<file path="config.mk">
export PLATFORM = sky130hd
export DESIGN_NAME = sysbus_grant_snoop
export DESIGN_NICKNAME = d
export VERILOG_FILES = /design/src/inc/sysbus_pkg.sv /design/src/design/pin_sync3.sv /design/src/design/snoop_responder.sv /design/src/design/sysbus_grant_snoop.sv
export SDC_FILE = /design/constraint.sdc
export NUM_CORES = 1
export LEC_CHECK = 0
export ABC_AREA = 1
export BUFFER_PORTS_ARGS = -buffer_cell sky130_fd_sc_hd__buf_2
export CAP_MARGIN = 0
export CORE_UTILIZATION = 33
export CTS_CLUSTER_SIZE = 28
export DETAILED_ROUTE_END_ITERATION = 10
export PLACE_DENSITY = 0.65
export SLEW_MARGIN = 25
export SYNTH_ARGS = -nofsm -noshare
export SYNTH_HDL_FRONTEND = slang
export SYNTH_SLANG_ARGS = --single-unit
</file>
<file path="constraint.sdc">
create_clock -name core_clk -period 3.1 [get_ports core_clk]
set_input_delay 0.62 -clock core_clk [delete_from_list [all_inputs] [get_ports core_clk]]
set_output_delay 0.62 -clock core_clk [all_outputs]
set_load 0.01 [all_outputs]
</file>
<file path="src/inc/sysbus_pkg.sv">
// Shared constants for the system-bus grant and snoop block
package sysbus_pkg;

  // ----------------------------------------
  // Register port geometry
  // ----------------------------------------
  localparam int REG_AW = 8;
  localparam int REG_DW = 32;

  // ----------------------------------------
  // Register offsets
  // ----------------------------------------
  localparam logic [REG_AW-1:0] MEM_SUBSYS_CONTROL_OFS = 8'h00;
  localparam logic [REG_AW-1:0] BUS_STATUS_OFS = 8'h04;

  // ----------------------------------------
  // Control register fields
  // ----------------------------------------
  localparam int CTL_MODE_BIT = 0;
  localparam int CTL_ABD_BIT = 1;
  localparam int CTL_L1_INTV_BIT = 2;
  localparam int CTL_L2_INTV_BIT = 3;
  localparam logic CTL_L1_INTV_RST = 1'h0;
  localparam logic CTL_L2_INTV_RST = 1'h0;

  // ----------------------------------------
  // Status register fields
  // ----------------------------------------
  localparam int STS_TENURE_BIT = 0;
  localparam int STS_INTV_PEND_BIT = 1;
  localparam int STS_ADDR_OE_BIT = 2;
  localparam int STS_REQ_BIT = 3;

  // ----------------------------------------
  // Timing
  // ----------------------------------------
  // Start strobe is driven low, then high, then released
  localparam logic [1:0] TS_DRIVE_CYCLES = 2'h2;
  localparam int SYNC_STAGES = 3;

endpackage

</file>
<file path="src/design/pin_sync3.sv">
// Three-stage pin synchroniser with agreement filter
`timescale 1ns/1ps

module pin_sync3 #(
  parameter logic RESET_VAL = 1'b1
) (
  // Clock and reset
  input wire logic core_clk,
  input wire logic resetn,
  // Pin and filtered level
  input wire logic pin_in,
  output logic level_q
);
  import sysbus_pkg::*;

  logic [SYNC_STAGES-1:0] stage_q;

  always_ff @(posedge core_clk or negedge resetn)
  begin
    if (!resetn)
    begin
      stage_q <= {SYNC_STAGES{RESET_VAL}};
    end
    else
    begin
      stage_q <= {stage_q[SYNC_STAGES-2:0], pin_in};
    end
  end

  // First stage feeds only the second; filter looks at stages two and three
  always_ff @(posedge core_clk or negedge resetn)
  begin
    if (!resetn)
    begin
      level_q <= RESET_VAL;
    end
    else if (stage_q[1] == stage_q[2])
    begin
      level_q <= stage_q[2];
    end
  end

endmodule // pin_sync3

</file>
<file path="src/design/snoop_responder.sv">
// Snoop response in the retry window: intervention, retry, shared
`timescale 1ns/1ps

module snoop_responder (
  // Clock and reset
  input wire logic core_clk,
  input wire logic resetn,
  // Configuration
  input wire logic ext_mode,
  input wire logic l1_intv_en,
  input wire logic l2_intv_en,
  // Cache lookup result for a foreign transaction
  input wire logic snoop_valid,
  input wire logic snoop_hit_l1,
  input wire logic snoop_hit_l2,
  input wire logic snoop_modified,
  input wire logic snoop_shared,
  // Bus acknowledge, same clock
  input wire logic address_acknowledge_n,
  // Intervention data beats from the cache
  input wire logic intv_beat_valid,
  input wire logic intv_beat_last,
  // Bus responses
  output logic intervention_hit_n,
  output logic address_retry_o,
  output logic address_retry_oe,
  output logic shared_ind_a_n,
  output logic shared_ind_b_n,
  output logic data_ready_out_n,
  // Cache side
  output logic flush_req,
  output logic intv_pend_q
);
  import sysbus_pkg::*;

  logic held_q;
  logic hit_l1_q;
  logic hit_l2_q;
  logic mod_q;
  logic shr_q;
  logic cur_l1;
  logic cur_l2;
  logic cur_mod;
  logic cur_shr;
  logic window;
  logic intervene;

  // A lookup may land in the acknowledge cycle itself
  assign cur_l1 = snoop_valid ? snoop_hit_l1 : hit_l1_q;
  assign cur_l2 = snoop_valid ? snoop_hit_l2 : hit_l2_q;
  assign cur_mod = snoop_valid ? snoop_modified : mod_q;
  assign cur_shr = snoop_valid ? snoop_shared : shr_q;
  assign window = !address_acknowledge_n && (held_q || snoop_valid);
  assign intervene = ext_mode && ((cur_l1 && l1_intv_en) || (cur_l2 && l2_intv_en));

  // ----------------------------------------
  // Lookup hold until acknowledge
  // ----------------------------------------
  always_ff @(posedge core_clk or negedge resetn)
  begin
    if (!resetn)
    begin
      held_q <= 1'b0;
      hit_l1_q <= 1'b0;
      hit_l2_q <= 1'b0;
      mod_q <= 1'b0;
      shr_q <= 1'b0;
    end
    else
    begin
      if (snoop_valid)
      begin
        hit_l1_q <= snoop_hit_l1;
        hit_l2_q <= snoop_hit_l2;
        mod_q <= snoop_modified;
        shr_q <= snoop_shared;
      end
      held_q <= window ? 1'b0 : (held_q || snoop_valid);
    end
  end

  // ----------------------------------------
  // Responses, one cycle after acknowledge
  // ----------------------------------------
  always_ff @(posedge core_clk or negedge resetn)
  begin
    if (!resetn)
    begin
      intervention_hit_n <= 1'b1;
      address_retry_o <= 1'b1;
      address_retry_oe <= 1'b0;
      shared_ind_a_n <= 1'b1;
      shared_ind_b_n <= 1'b1;
      flush_req <= 1'b0;
    end
    else
    begin
      intervention_hit_n <= !(window && intervene);
      address_retry_o <= 1'b0;
      address_retry_oe <= window && !intervene && cur_mod;
      flush_req <= window && !intervene && cur_mod;
      shared_ind_a_n <= !(window && !intervene && cur_shr);
      shared_ind_b_n <= !(window && !intervene && cur_shr && ext_mode);
    end
  end

  // ----------------------------------------
  // Intervention data tenure
  // ----------------------------------------
  // Set wins over the last-beat clear
  always_ff @(posedge core_clk or negedge resetn)
  begin
    if (!resetn)
    begin
      intv_pend_q <= 1'b0;
    end
    else if (window && intervene)
    begin
      intv_pend_q <= 1'b1;
    end
    else if (intv_beat_valid && intv_beat_last)
    begin
      intv_pend_q <= 1'b0;
    end
  end

  always_ff @(posedge core_clk or negedge resetn)
  begin
    if (!resetn)
    begin
      data_ready_out_n <= 1'b1;
    end
    else
    begin
      data_ready_out_n <= !(intv_pend_q && intv_beat_valid);
    end
  end

endmodule // snoop_responder

</file>
<file path="src/design/sysbus_grant_snoop.sv">
// Bus master: mode strap, request and qualified grant, address drive, snoop
`timescale 1ns/1ps

// Contract
// - The strap is sampled at hard reset release; asserted gives extended mode and mode bit 1.
// - In extended mode intervention-hit is driven only in the cycle after address acknowledge.
// - A snoop hit in either cache level gives intervention-hit only if that level is enabled.
// - Data-ready is driven while supplying intervention data for another master after a hit.
// - In extended mode a shared line is signalled on both shared-indication outputs together.
// - In extended mode request drops in the start cycle unless another transaction is pending.
// - Grant qualifies only if asserted with no retry, no start and no blocking internal state.
// - The bus may still be taken in the cycle grant drops if it was qualified the cycle before; here start needs grant in its own cycle.
// - In extended mode the optional monitor output behaves exactly as the legacy busy output.
// - Address-bus-driven mode follows the strap at hard reset release and reads back read-only.
// - With driven and extended mode both set, address drive starts the cycle after grant.
// - Otherwise address drive ends one cycle after acknowledge unless a grant qualified then.
module sysbus_grant_snoop (
  // Clock and reset
  input wire logic core_clk,
  input wire logic resetn,
  // Straps
  input wire logic hard_reset_n,
  input wire logic bus_mode_strap_n,
  // Register port
  input wire logic [sysbus_pkg::REG_AW-1:0] reg_addr,
  input wire logic [sysbus_pkg::REG_DW-1:0] reg_wdata,
  input wire logic reg_wr,
  input wire logic reg_rd,
  output logic [sysbus_pkg::REG_DW-1:0] reg_rdata,
  // Address arbitration
  input wire logic bus_grant_n,
  input wire logic address_acknowledge_n,
  output logic bus_request_n,
  output logic addr_bus_busy_n,
  output logic addr_bus_monitor_n,
  // Transfer start pin
  input wire logic transfer_start_n,
  output logic transfer_start_o,
  output logic transfer_start_oe,
  // Address retry pin
  input wire logic address_retry_n,
  output logic address_retry_o,
  output logic address_retry_oe,
  // Address bus drive enable
  output logic addr_oe,
  // Snoop responses
  output logic intervention_hit_n,
  output logic shared_ind_a_n,
  output logic shared_ind_b_n,
  output logic data_ready_out_n,
  // Local transaction queue
  input wire logic txn_valid,
  input wire logic txn_more,
  output logic txn_start,
  // Cache snoop side
  input wire logic snoop_valid,
  input wire logic snoop_hit_l1,
  input wire logic snoop_hit_l2,
  input wire logic snoop_modified,
  input wire logic snoop_shared,
  input wire logic intv_beat_valid,
  input wire logic intv_beat_last,
  output logic flush_req
);
  import sysbus_pkg::*;

  logic hard_reset_n_s;
  logic strap_s;
  logic hard_reset_n_prev_q;
  logic ext_mode_q;
  logic abd_q;
  logic l1_intv_en_q;
  logic l2_intv_en_q;
  logic tenure_q;
  logic [1:0] ts_cnt_q;
  logic qualified_grant;
  logic start_d;
  logic bus_request_d;
  logic busy_d;
  logic addr_oe_d;
  logic intv_pend;

  // ----------------------------------------
  // Strap capture
  // ----------------------------------------
  pin_sync3 #(
    .RESET_VAL(1'b0)
  ) u_sync_hard_reset_n (
    .core_clk(core_clk),
    .resetn(resetn),
    .pin_in(hard_reset_n),
    .level_q(hard_reset_n_s)
  );

  pin_sync3 #(
    .RESET_VAL(1'b1)
  ) u_sync_strap (
    .core_clk(core_clk),
    .resetn(resetn),
    .pin_in(bus_mode_strap_n),
    .level_q(strap_s)
  );

  // Mode is caught at the rising edge of the filtered hard reset
  always_ff @(posedge core_clk or negedge resetn)
  begin
    if (!resetn)
    begin
      hard_reset_n_prev_q <= 1'b0;
      ext_mode_q <= 1'b0;
      abd_q <= 1'b0;
    end
    else
    begin
      hard_reset_n_prev_q <= hard_reset_n_s;
      if (hard_reset_n_s && !hard_reset_n_prev_q)
      begin
        ext_mode_q <= !strap_s;
        abd_q <= !strap_s;
      end
    end
  end

  // ----------------------------------------
  // Grant qualification and start
  // ----------------------------------------
  // Own tenure blocks until acknowledge, so streaming can qualify in the ack cycle
  assign qualified_grant = !bus_grant_n && address_retry_n && transfer_start_n
                           && !(tenure_q && address_acknowledge_n)
                           && (ts_cnt_q == 2'h0);
  // Start follows a grant qualified now; strobe appears next cycle
  assign start_d = qualified_grant && txn_valid && hard_reset_n_s;

  always_ff @(posedge core_clk or negedge resetn)
  begin
    if (!resetn)
    begin
      tenure_q <= 1'b0;
    end
    else if (start_d)
    begin
      tenure_q <= 1'b1;
    end
    else if (!address_acknowledge_n)
    begin
      tenure_q <= 1'b0;
    end
  end

  // Strobe low for one cycle, high for one, then released
  always_ff @(posedge core_clk or negedge resetn)
  begin
    if (!resetn)
    begin
      ts_cnt_q <= 2'h0;
      transfer_start_o <= 1'b1;
      transfer_start_oe <= 1'b0;
      txn_start <= 1'b0;
    end
    else
    begin
      txn_start <= start_d;
      if (start_d)
      begin
        ts_cnt_q <= TS_DRIVE_CYCLES;
        transfer_start_o <= 1'b0;
        transfer_start_oe <= 1'b1;
      end
      else if (ts_cnt_q != 2'h0)
      begin
        ts_cnt_q <= ts_cnt_q - 2'h1;
        transfer_start_o <= 1'b1;
        transfer_start_oe <= (ts_cnt_q > 2'h1);
      end
    end
  end

  // ----------------------------------------
  // Bus request
  // ----------------------------------------
  always_comb
  begin
    if (start_d)
    begin
      bus_request_d = ext_mode_q ? txn_more : 1'b1;
    end
    else
    begin
      bus_request_d = txn_valid && hard_reset_n_s && !tenure_q;
    end
  end

  always_ff @(posedge core_clk or negedge resetn)
  begin
    if (!resetn)
    begin
      bus_request_n <= 1'b1;
    end
    else
    begin
      bus_request_n <= !bus_request_d;
    end
  end

  // ----------------------------------------
  // Address busy and monitor
  // ----------------------------------------
  // Busy spans the start strobe up to and including the acknowledge cycle
  assign busy_d = start_d || (tenure_q && address_acknowledge_n);

  always_ff @(posedge core_clk or negedge resetn)
  begin
    if (!resetn)
    begin
      addr_bus_busy_n <= 1'b1;
      addr_bus_monitor_n <= 1'b1;
    end
    else
    begin
      addr_bus_busy_n <= !(busy_d && !ext_mode_q);
      addr_bus_monitor_n <= !(busy_d && ext_mode_q);
    end
  end

  // ----------------------------------------
  // Address bus drive
  // ----------------------------------------
  always_comb
  begin
    addr_oe_d = addr_oe;
    if (!address_acknowledge_n && !qualified_grant)
    begin
      addr_oe_d = 1'b0;
    end
    if (start_d)
    begin
      addr_oe_d = 1'b1;
    end
    if (abd_q && ext_mode_q && !bus_grant_n)
    begin
      addr_oe_d = 1'b1;
    end
  end

  always_ff @(posedge core_clk or negedge resetn)
  begin
    if (!resetn)
    begin
      addr_oe <= 1'b0;
    end
    else
    begin
      addr_oe <= addr_oe_d;
    end
  end

  // ----------------------------------------
  // Snoop response
  // ----------------------------------------
  snoop_responder u_snoop (
    .core_clk(core_clk),
    .resetn(resetn),
    .ext_mode(ext_mode_q),
    .l1_intv_en(l1_intv_en_q),
    .l2_intv_en(l2_intv_en_q),
    .snoop_valid(snoop_valid),
    .snoop_hit_l1(snoop_hit_l1),
    .snoop_hit_l2(snoop_hit_l2),
    .snoop_modified(snoop_modified),
    .snoop_shared(snoop_shared),
    .address_acknowledge_n(address_acknowledge_n),
    .intv_beat_valid(intv_beat_valid),
    .intv_beat_last(intv_beat_last),
    .intervention_hit_n(intervention_hit_n),
    .address_retry_o(address_retry_o),
    .address_retry_oe(address_retry_oe),
    .shared_ind_a_n(shared_ind_a_n),
    .shared_ind_b_n(shared_ind_b_n),
    .data_ready_out_n(data_ready_out_n),
    .flush_req(flush_req),
    .intv_pend_q(intv_pend)
  );

  // ----------------------------------------
  // Registers
  // ----------------------------------------
  always_ff @(posedge core_clk or negedge resetn)
  begin
    if (!resetn)
    begin
      l1_intv_en_q <= CTL_L1_INTV_RST;
      l2_intv_en_q <= CTL_L2_INTV_RST;
    end
    else if (reg_wr && reg_addr == MEM_SUBSYS_CONTROL_OFS)
    begin
      l1_intv_en_q <= reg_wdata[CTL_L1_INTV_BIT];
      l2_intv_en_q <= reg_wdata[CTL_L2_INTV_BIT];
    end
  end

  // Read data stands only in the cycle after the strobe
  always_ff @(posedge core_clk or negedge resetn)
  begin
    if (!resetn)
    begin
      reg_rdata <= '0;
    end
    else
    begin
      reg_rdata <= '0;
      if (reg_rd && reg_addr == MEM_SUBSYS_CONTROL_OFS)
      begin
        reg_rdata[CTL_MODE_BIT] <= ext_mode_q;
        reg_rdata[CTL_ABD_BIT] <= abd_q;
        reg_rdata[CTL_L1_INTV_BIT] <= l1_intv_en_q;
        reg_rdata[CTL_L2_INTV_BIT] <= l2_intv_en_q;
      end
      else if (reg_rd && reg_addr == BUS_STATUS_OFS)
      begin
        reg_rdata[STS_TENURE_BIT] <= tenure_q;
        reg_rdata[STS_INTV_PEND_BIT] <= intv_pend;
        reg_rdata[STS_ADDR_OE_BIT] <= addr_oe;
        reg_rdata[STS_REQ_BIT] <= !bus_request_n;
      end
    end
  end

endmodule // sysbus_grant_snoop

</file>
# ---- Yosys cells after proc, flatten, opt, wreduce, memory -nomap -nowiden
# Index checks and enable logic that the tools add are counted.
dict set report word_totals {
  regBits 38
  latch_bits 0
  n_memories 0
  inputBits 59
  ram_bits 0
  output_inout_bits 46
  word_cells 112
  rom_bits 0
}
dict set report op_classes {
  n_mux 22
  reduce_logical 54
  n_eq_ne 4
  bitwise 0
  addsub 1
  multipliers 0
  magnitude_cmp 1
  div 0
  n_shift 0
}
# op n
set ops {}
lappend ops {{$logic_and 1x1->1} 28}
lappend ops {{$mux 1} 18}
lappend ops {{$logic_not 1->1} 17}
lappend ops {{$eq 8x3->1 const B} 1}
lappend ops {{$logic_not 8->1} 1}
lappend ops {{$mux 4} 2}
lappend ops {{$reduce_bool 2->1} 3}
lappend ops {{$mux 2} 2}
lappend ops {{$logic_or 1x1->1} 3}
lappend ops {{$reduce_bool 3->1} 1}
lappend ops {{$eq 1x1->1} 2}
lappend ops {{$gt 2x1->1 const B} 1}
lappend ops {{$logic_not 2->1} 1}
lappend ops {{$ne 2x1->1 const B} 1}
lappend ops {{$sub 2x1->2 const B} 1}

# ---- Logic depth before layout (Yosys ltp)
dict set report depth {
  ltp_word 10
  depth_mapped 8
  mapped_depth_nobuf 8
}

# ---- Modules after synthesis
# A second synthesis with hierarchy kept.
dict set report hier_totals {
  cells_unflattened 185
  area_unflattened_um2 1736.7
}
# mod cells_each seq_area_each_um2 instances area_per_inst_um2
set by_module_without_submodules {}
lappend by_module_without_submodules {sysbus_grant_snoop 120 455.4 1 1008.5}
lappend by_module_without_submodules {snoop_responder 49 306.5 1 490.5}
lappend by_module_without_submodules {{pin_sync3 (u_sync_strap)} 8 105.1 1 121.4}
lappend by_module_without_submodules {{pin_sync3 (u_sync_hard_reset_n)} 8 100.1 1 116.4}

# ---- Least setup slack after synthesis
# Ideal clock, no wire load.
dict set report synth_path {
  path_kind {input -> register}
  startpoint {input port reg_addr[5] in the netlist's numbering}
  endpoint {register l1_intv_en_q}
  path_stages 6
  setup_time_ns 0.116
  arrival_ns 1.135
  setup_slack_ns 1.849
  path_cell_list {nor2_1 > nand2_1 > nor2_2 > nand2_1 > nand2_1 > nand2_1}
}
dict set report synth_between {
  elab_chain_cells 2
}
# element line
set synth_lines {}
lappend synth_lines {{from (decl)} sysbus_grant_snoop.sv:25} ;# input wire logic [sysbus_pkg::REG_AW-1:0] reg_addr,
lappend synth_lines {{$logic_not 8->1} sysbus_grant_snoop.sv:294} ;# else if (reg_wr && reg_addr == MEM_SUBSYS_CONTROL_OFS)
lappend synth_lines {{$logic_and 1x1->1} sysbus_grant_snoop.sv:294}
lappend synth_lines {{to (signal assigned)} sysbus_grant_snoop.sv:296} ;# l1_intv_en_q <= reg_wdata[CTL_L1_INTV_BIT];
lappend synth_lines {{to (decl)} sysbus_grant_snoop.sv:72} ;# logic l1_intv_en_q;
# No other way between the ends.
# A chain may end at the register's enable or synchronous reset.

# ---- Worst setup path in the final report
dict set report layout_path {
  startpoint {register bus_request_n}
  endpoint {output port bus_request_n}
}
# element line
set layout_rtl {}
lappend layout_rtl {{from (decl)} sysbus_grant_snoop.sv:33} ;# output logic bus_request_n,
lappend layout_rtl {{from (signal assigned)} sysbus_grant_snoop.sv:201} ;# bus_request_n <= !bus_request_d;
# No word-level cell between the ends.

==> impl_metrics.env <==
export IMPL_endpoint_kind="output port"
export IMPL_wirelength_mm=2.918
export IMPL_synth_area_sq_mm=0.001710
export IMPL_antenna_found_initial=0
export IMPL_fmax_mhz=637.4
export IMPL_grt_start_max_net_pins=39
export IMPL_vias=1151
export IMPL_initial_core_util_pct=35.28
export IMPL_multi_input_area_sq_um=554.3
export IMPL_netlist_instances=177
export IMPL_finalNonFillerCells=297
export IMPL_viasPerCell=3.875
export IMPL_htree_num_levels=2
export IMPL_slowest_delay_ns=0.54
export IMPL_power_leakage_nw=1.088
export IMPL_syn_area_per_cell_sq_um=9.663
export IMPL_ir_drop_mv=0.3117
export IMPL_crit_family="flip-flops"
export IMPL_die_w_microns=74.00
export IMPL_ios=105
export IMPL_cp_num_buf_inv=1
export IMPL_cts_max_path_buffers=2
export IMPL_placed_cells=289
export IMPL_grt_setup_unrepaired="false"
export IMPL_yosys_top_cells_area="dfrtp_1, dfstp_2, buf_4"
export IMPL_hold_buffers=0
export IMPL_die_area_sq_mm=0.005475
export IMPL_num_fill_cells=504
export IMPL_cts_setup_buffers=0
export IMPL_grt_remaining_overflow=0
export IMPL_grt_pass1_wl_mm=4.547
export IMPL_track_usage_pct=11.32
export IMPL_period_share_pct=50.61
export IMPL_core_sq_mm=0.004848
export IMPL_clk_pin_slew_worst_paths_ns=0.08
export IMPL_grt_pass1_vias=1040
export IMPL_synth_top_area_share_pct=36.58
export IMPL_setup_viol=0
export IMPL_hpwlAfterDp_mm=2.179
export IMPL_yosys_cell_count_top_type="nand2_1"
export IMPL_synth_common_cells="nand2_1, buf_4, dfrtp_1"
export IMPL_clock_skew_ns=0.004372
export IMPL_wl_per_cell_microns=9.825
export IMPL_min_period_ns=1.569
export IMPL_synth_edff_count=0
export IMPL_start_kind="flop"
export IMPL_critPathSlowestCell="dfstp_2"
export IMPL_synthFlopType="dfrtp_1"
export IMPL_ys_ff_latch=38
export IMPL_routabilityCongestion=0.7415
export IMPL_drc=0
export IMPL_ys_types=25
export IMPL_tns_ns=0
export IMPL_synth_seq_area_share_pct=56.55
export IMPL_path_cells="buf_2"
export IMPL_async_flop_share_pct=100.0
export IMPL_required_ns=2.48
export IMPL_clock_latency_ns=0.29
export IMPL_syn_to_final_growth_pct=17.34
export IMPL_relSlewSlack_pct=45.77
export IMPL_io_buffers=46
export IMPL_arrival_ns=0.95
export IMPL_drtAntennaViolNets=0
export IMPL_cts_sinks=38
export IMPL_hp_class="reg2reg"
export IMPL_cp_max_fo=2
export IMPL_ys_warn_count=0
export IMPL_worst_pin_slew_ns=0.8134
export IMPL_dr_pass1_iters=4
export IMPL_rows=25
export IMPL_drive_gt1_share_pct=33.48
export IMPL_diodes=0
export IMPL_regArea_sq_um=967.2
export IMPL_p_per_area_mw_per_mm2=575.5
export IMPL_cts_tree="yes"
export IMPL_ctsResizeCount=0
export IMPL_max_cap_violations=0
export IMPL_synth_top_area_cell="dfrtp_1"
export IMPL_hold_viol=0
export IMPL_finalNetCount=290
export IMPL_status="complete, no violations"
export IMPL_criticalPathCategory="reg2out"
export IMPL_die_h_microns=74.00
export IMPL_maxSlewViolCount=0
export IMPL_numCtsBuffers=5
export IMPL_drt_iter0_drc=46
export IMPL_cts_root_buf="clkbuf_8"
## layout make-up
cell class	instances	share of cell area, %
tap	67	4.177
inverter	20	3.803
clock inverter	2	0.6234
sequential	38	48.19
multi-input combinational	118	27.62
clock buffer	6	4.115
timing repair buffer	46	11.47
## cell usage in the layout, fill, tap and decap left out, types with 2 or more instances in the layout
| cell type | n |
|---|---|
| nand2_1 | 43 |
| nand3_1 | 16 |
| nor2_1 | 7 |
| dfstp_2 | 13 |
| a21oi_1 | 3 |
| ha_1 | 2 |
| dfrtp_1 | 25 |
| buf_2 | 46 |
| nand2_2 | 2 |
| clkbuf_8 | 6 |
| inv_2 | 2 |
| inv_1 | 17 |
| o21ai_0 | 3 |
| and2_1 | 2 |
| conb_1 | 29 |
| maj3_1 | 2 |
| clkinv_2 | 2 |
## final timing paths
| check | from | to | slack [ns] | depth (start not counted) |
|---|---|---|---|---|
| worst max-delay path | bus_request_n$_DFF_PN1_ | bus_request_n | 1.53 | 1 |
| worst min-delay path | u_sync_hard_reset_n.stage_q[0]$_DFF_PN0_ | u_sync_hard_reset_n.stage_q[1]$_DFF_PN0_ | 0.35 | 0 |
| worst max register to register | ts_cnt_q[1]$_DFFE_PN0P_ | ts_cnt_q[1]$_DFFE_PN0P_ | 1.72 | 7 |
| max in group asynchronous | resetn | tenure_q$_DFFE_PN0P_ | 2.17 | 1 |
| worst min register to register | u_sync_hard_reset_n.stage_q[0]$_DFF_PN0_ | u_sync_hard_reset_n.stage_q[1]$_DFF_PN0_ | 0.35 | 0 |
| min in group asynchronous | resetn | reg_rdata[3]$_DFF_PN0_ | 0.42 | 1 |
## stage by stage
stage / setup WS (ns) / utilization [%] / area [sq um] / total power [mW] / hold slack, ns
global placement: 1.660 / 39.43 / 1912 / 0.8076 / 0.3334
detailed placement: 1.642 / 39.43 / 1912 / 0.8155 / 0.3356
floorplan: 1.849 / - / 1815 / 0.7642 / 0.3244
global route: 1.509 / 41.39 / 2007 / 1.224 / 0.3614
finish: 1.531 / 41.39 / 2007 / 1.155 / 0.3503
CTS: 1.519 / 41.39 / 2007 / 1.174 / 0.3533
## registers in the layout, summed over array words and instances, names as in the netlist, 2 cells and up
name / cells
reg_rdata: 4
ts_cnt_q: 2
u_sync_hard_reset_n.stage_q: 3
u_sync_strap.stage_q: 3
## metal layers
layer / vias up / GRT usage, % / routed length, microns
met3: 5 / 3.794 / 207
met5: - / 0 / 0
met4: 0 / 5.128 / 38
met2: 49 / 17.27 / 1299
met1: 505 / 14.62 / 1373
li1: 592 / - / -
## cell families after synthesis
group | share of synthesized area, %
flops | 56.55
compound gates | 2.926
other cells | 0.2192
simple gates | 20.48
buf+inv | 17.19
fa+ha+maj | 2.633
## where the power goes
part | leakage, nW | internal (mW) | switching (mW) | total [mW]
combinational | 0.591 | 0.0807 | 0.139 | 0.220
clock | 0.0472 | 0.179 | 0.172 | 0.351
sequential | 0.450 | 0.553 | 0.0314 | 0.584
Note: power is estimated with default switching activity, not from simulation.
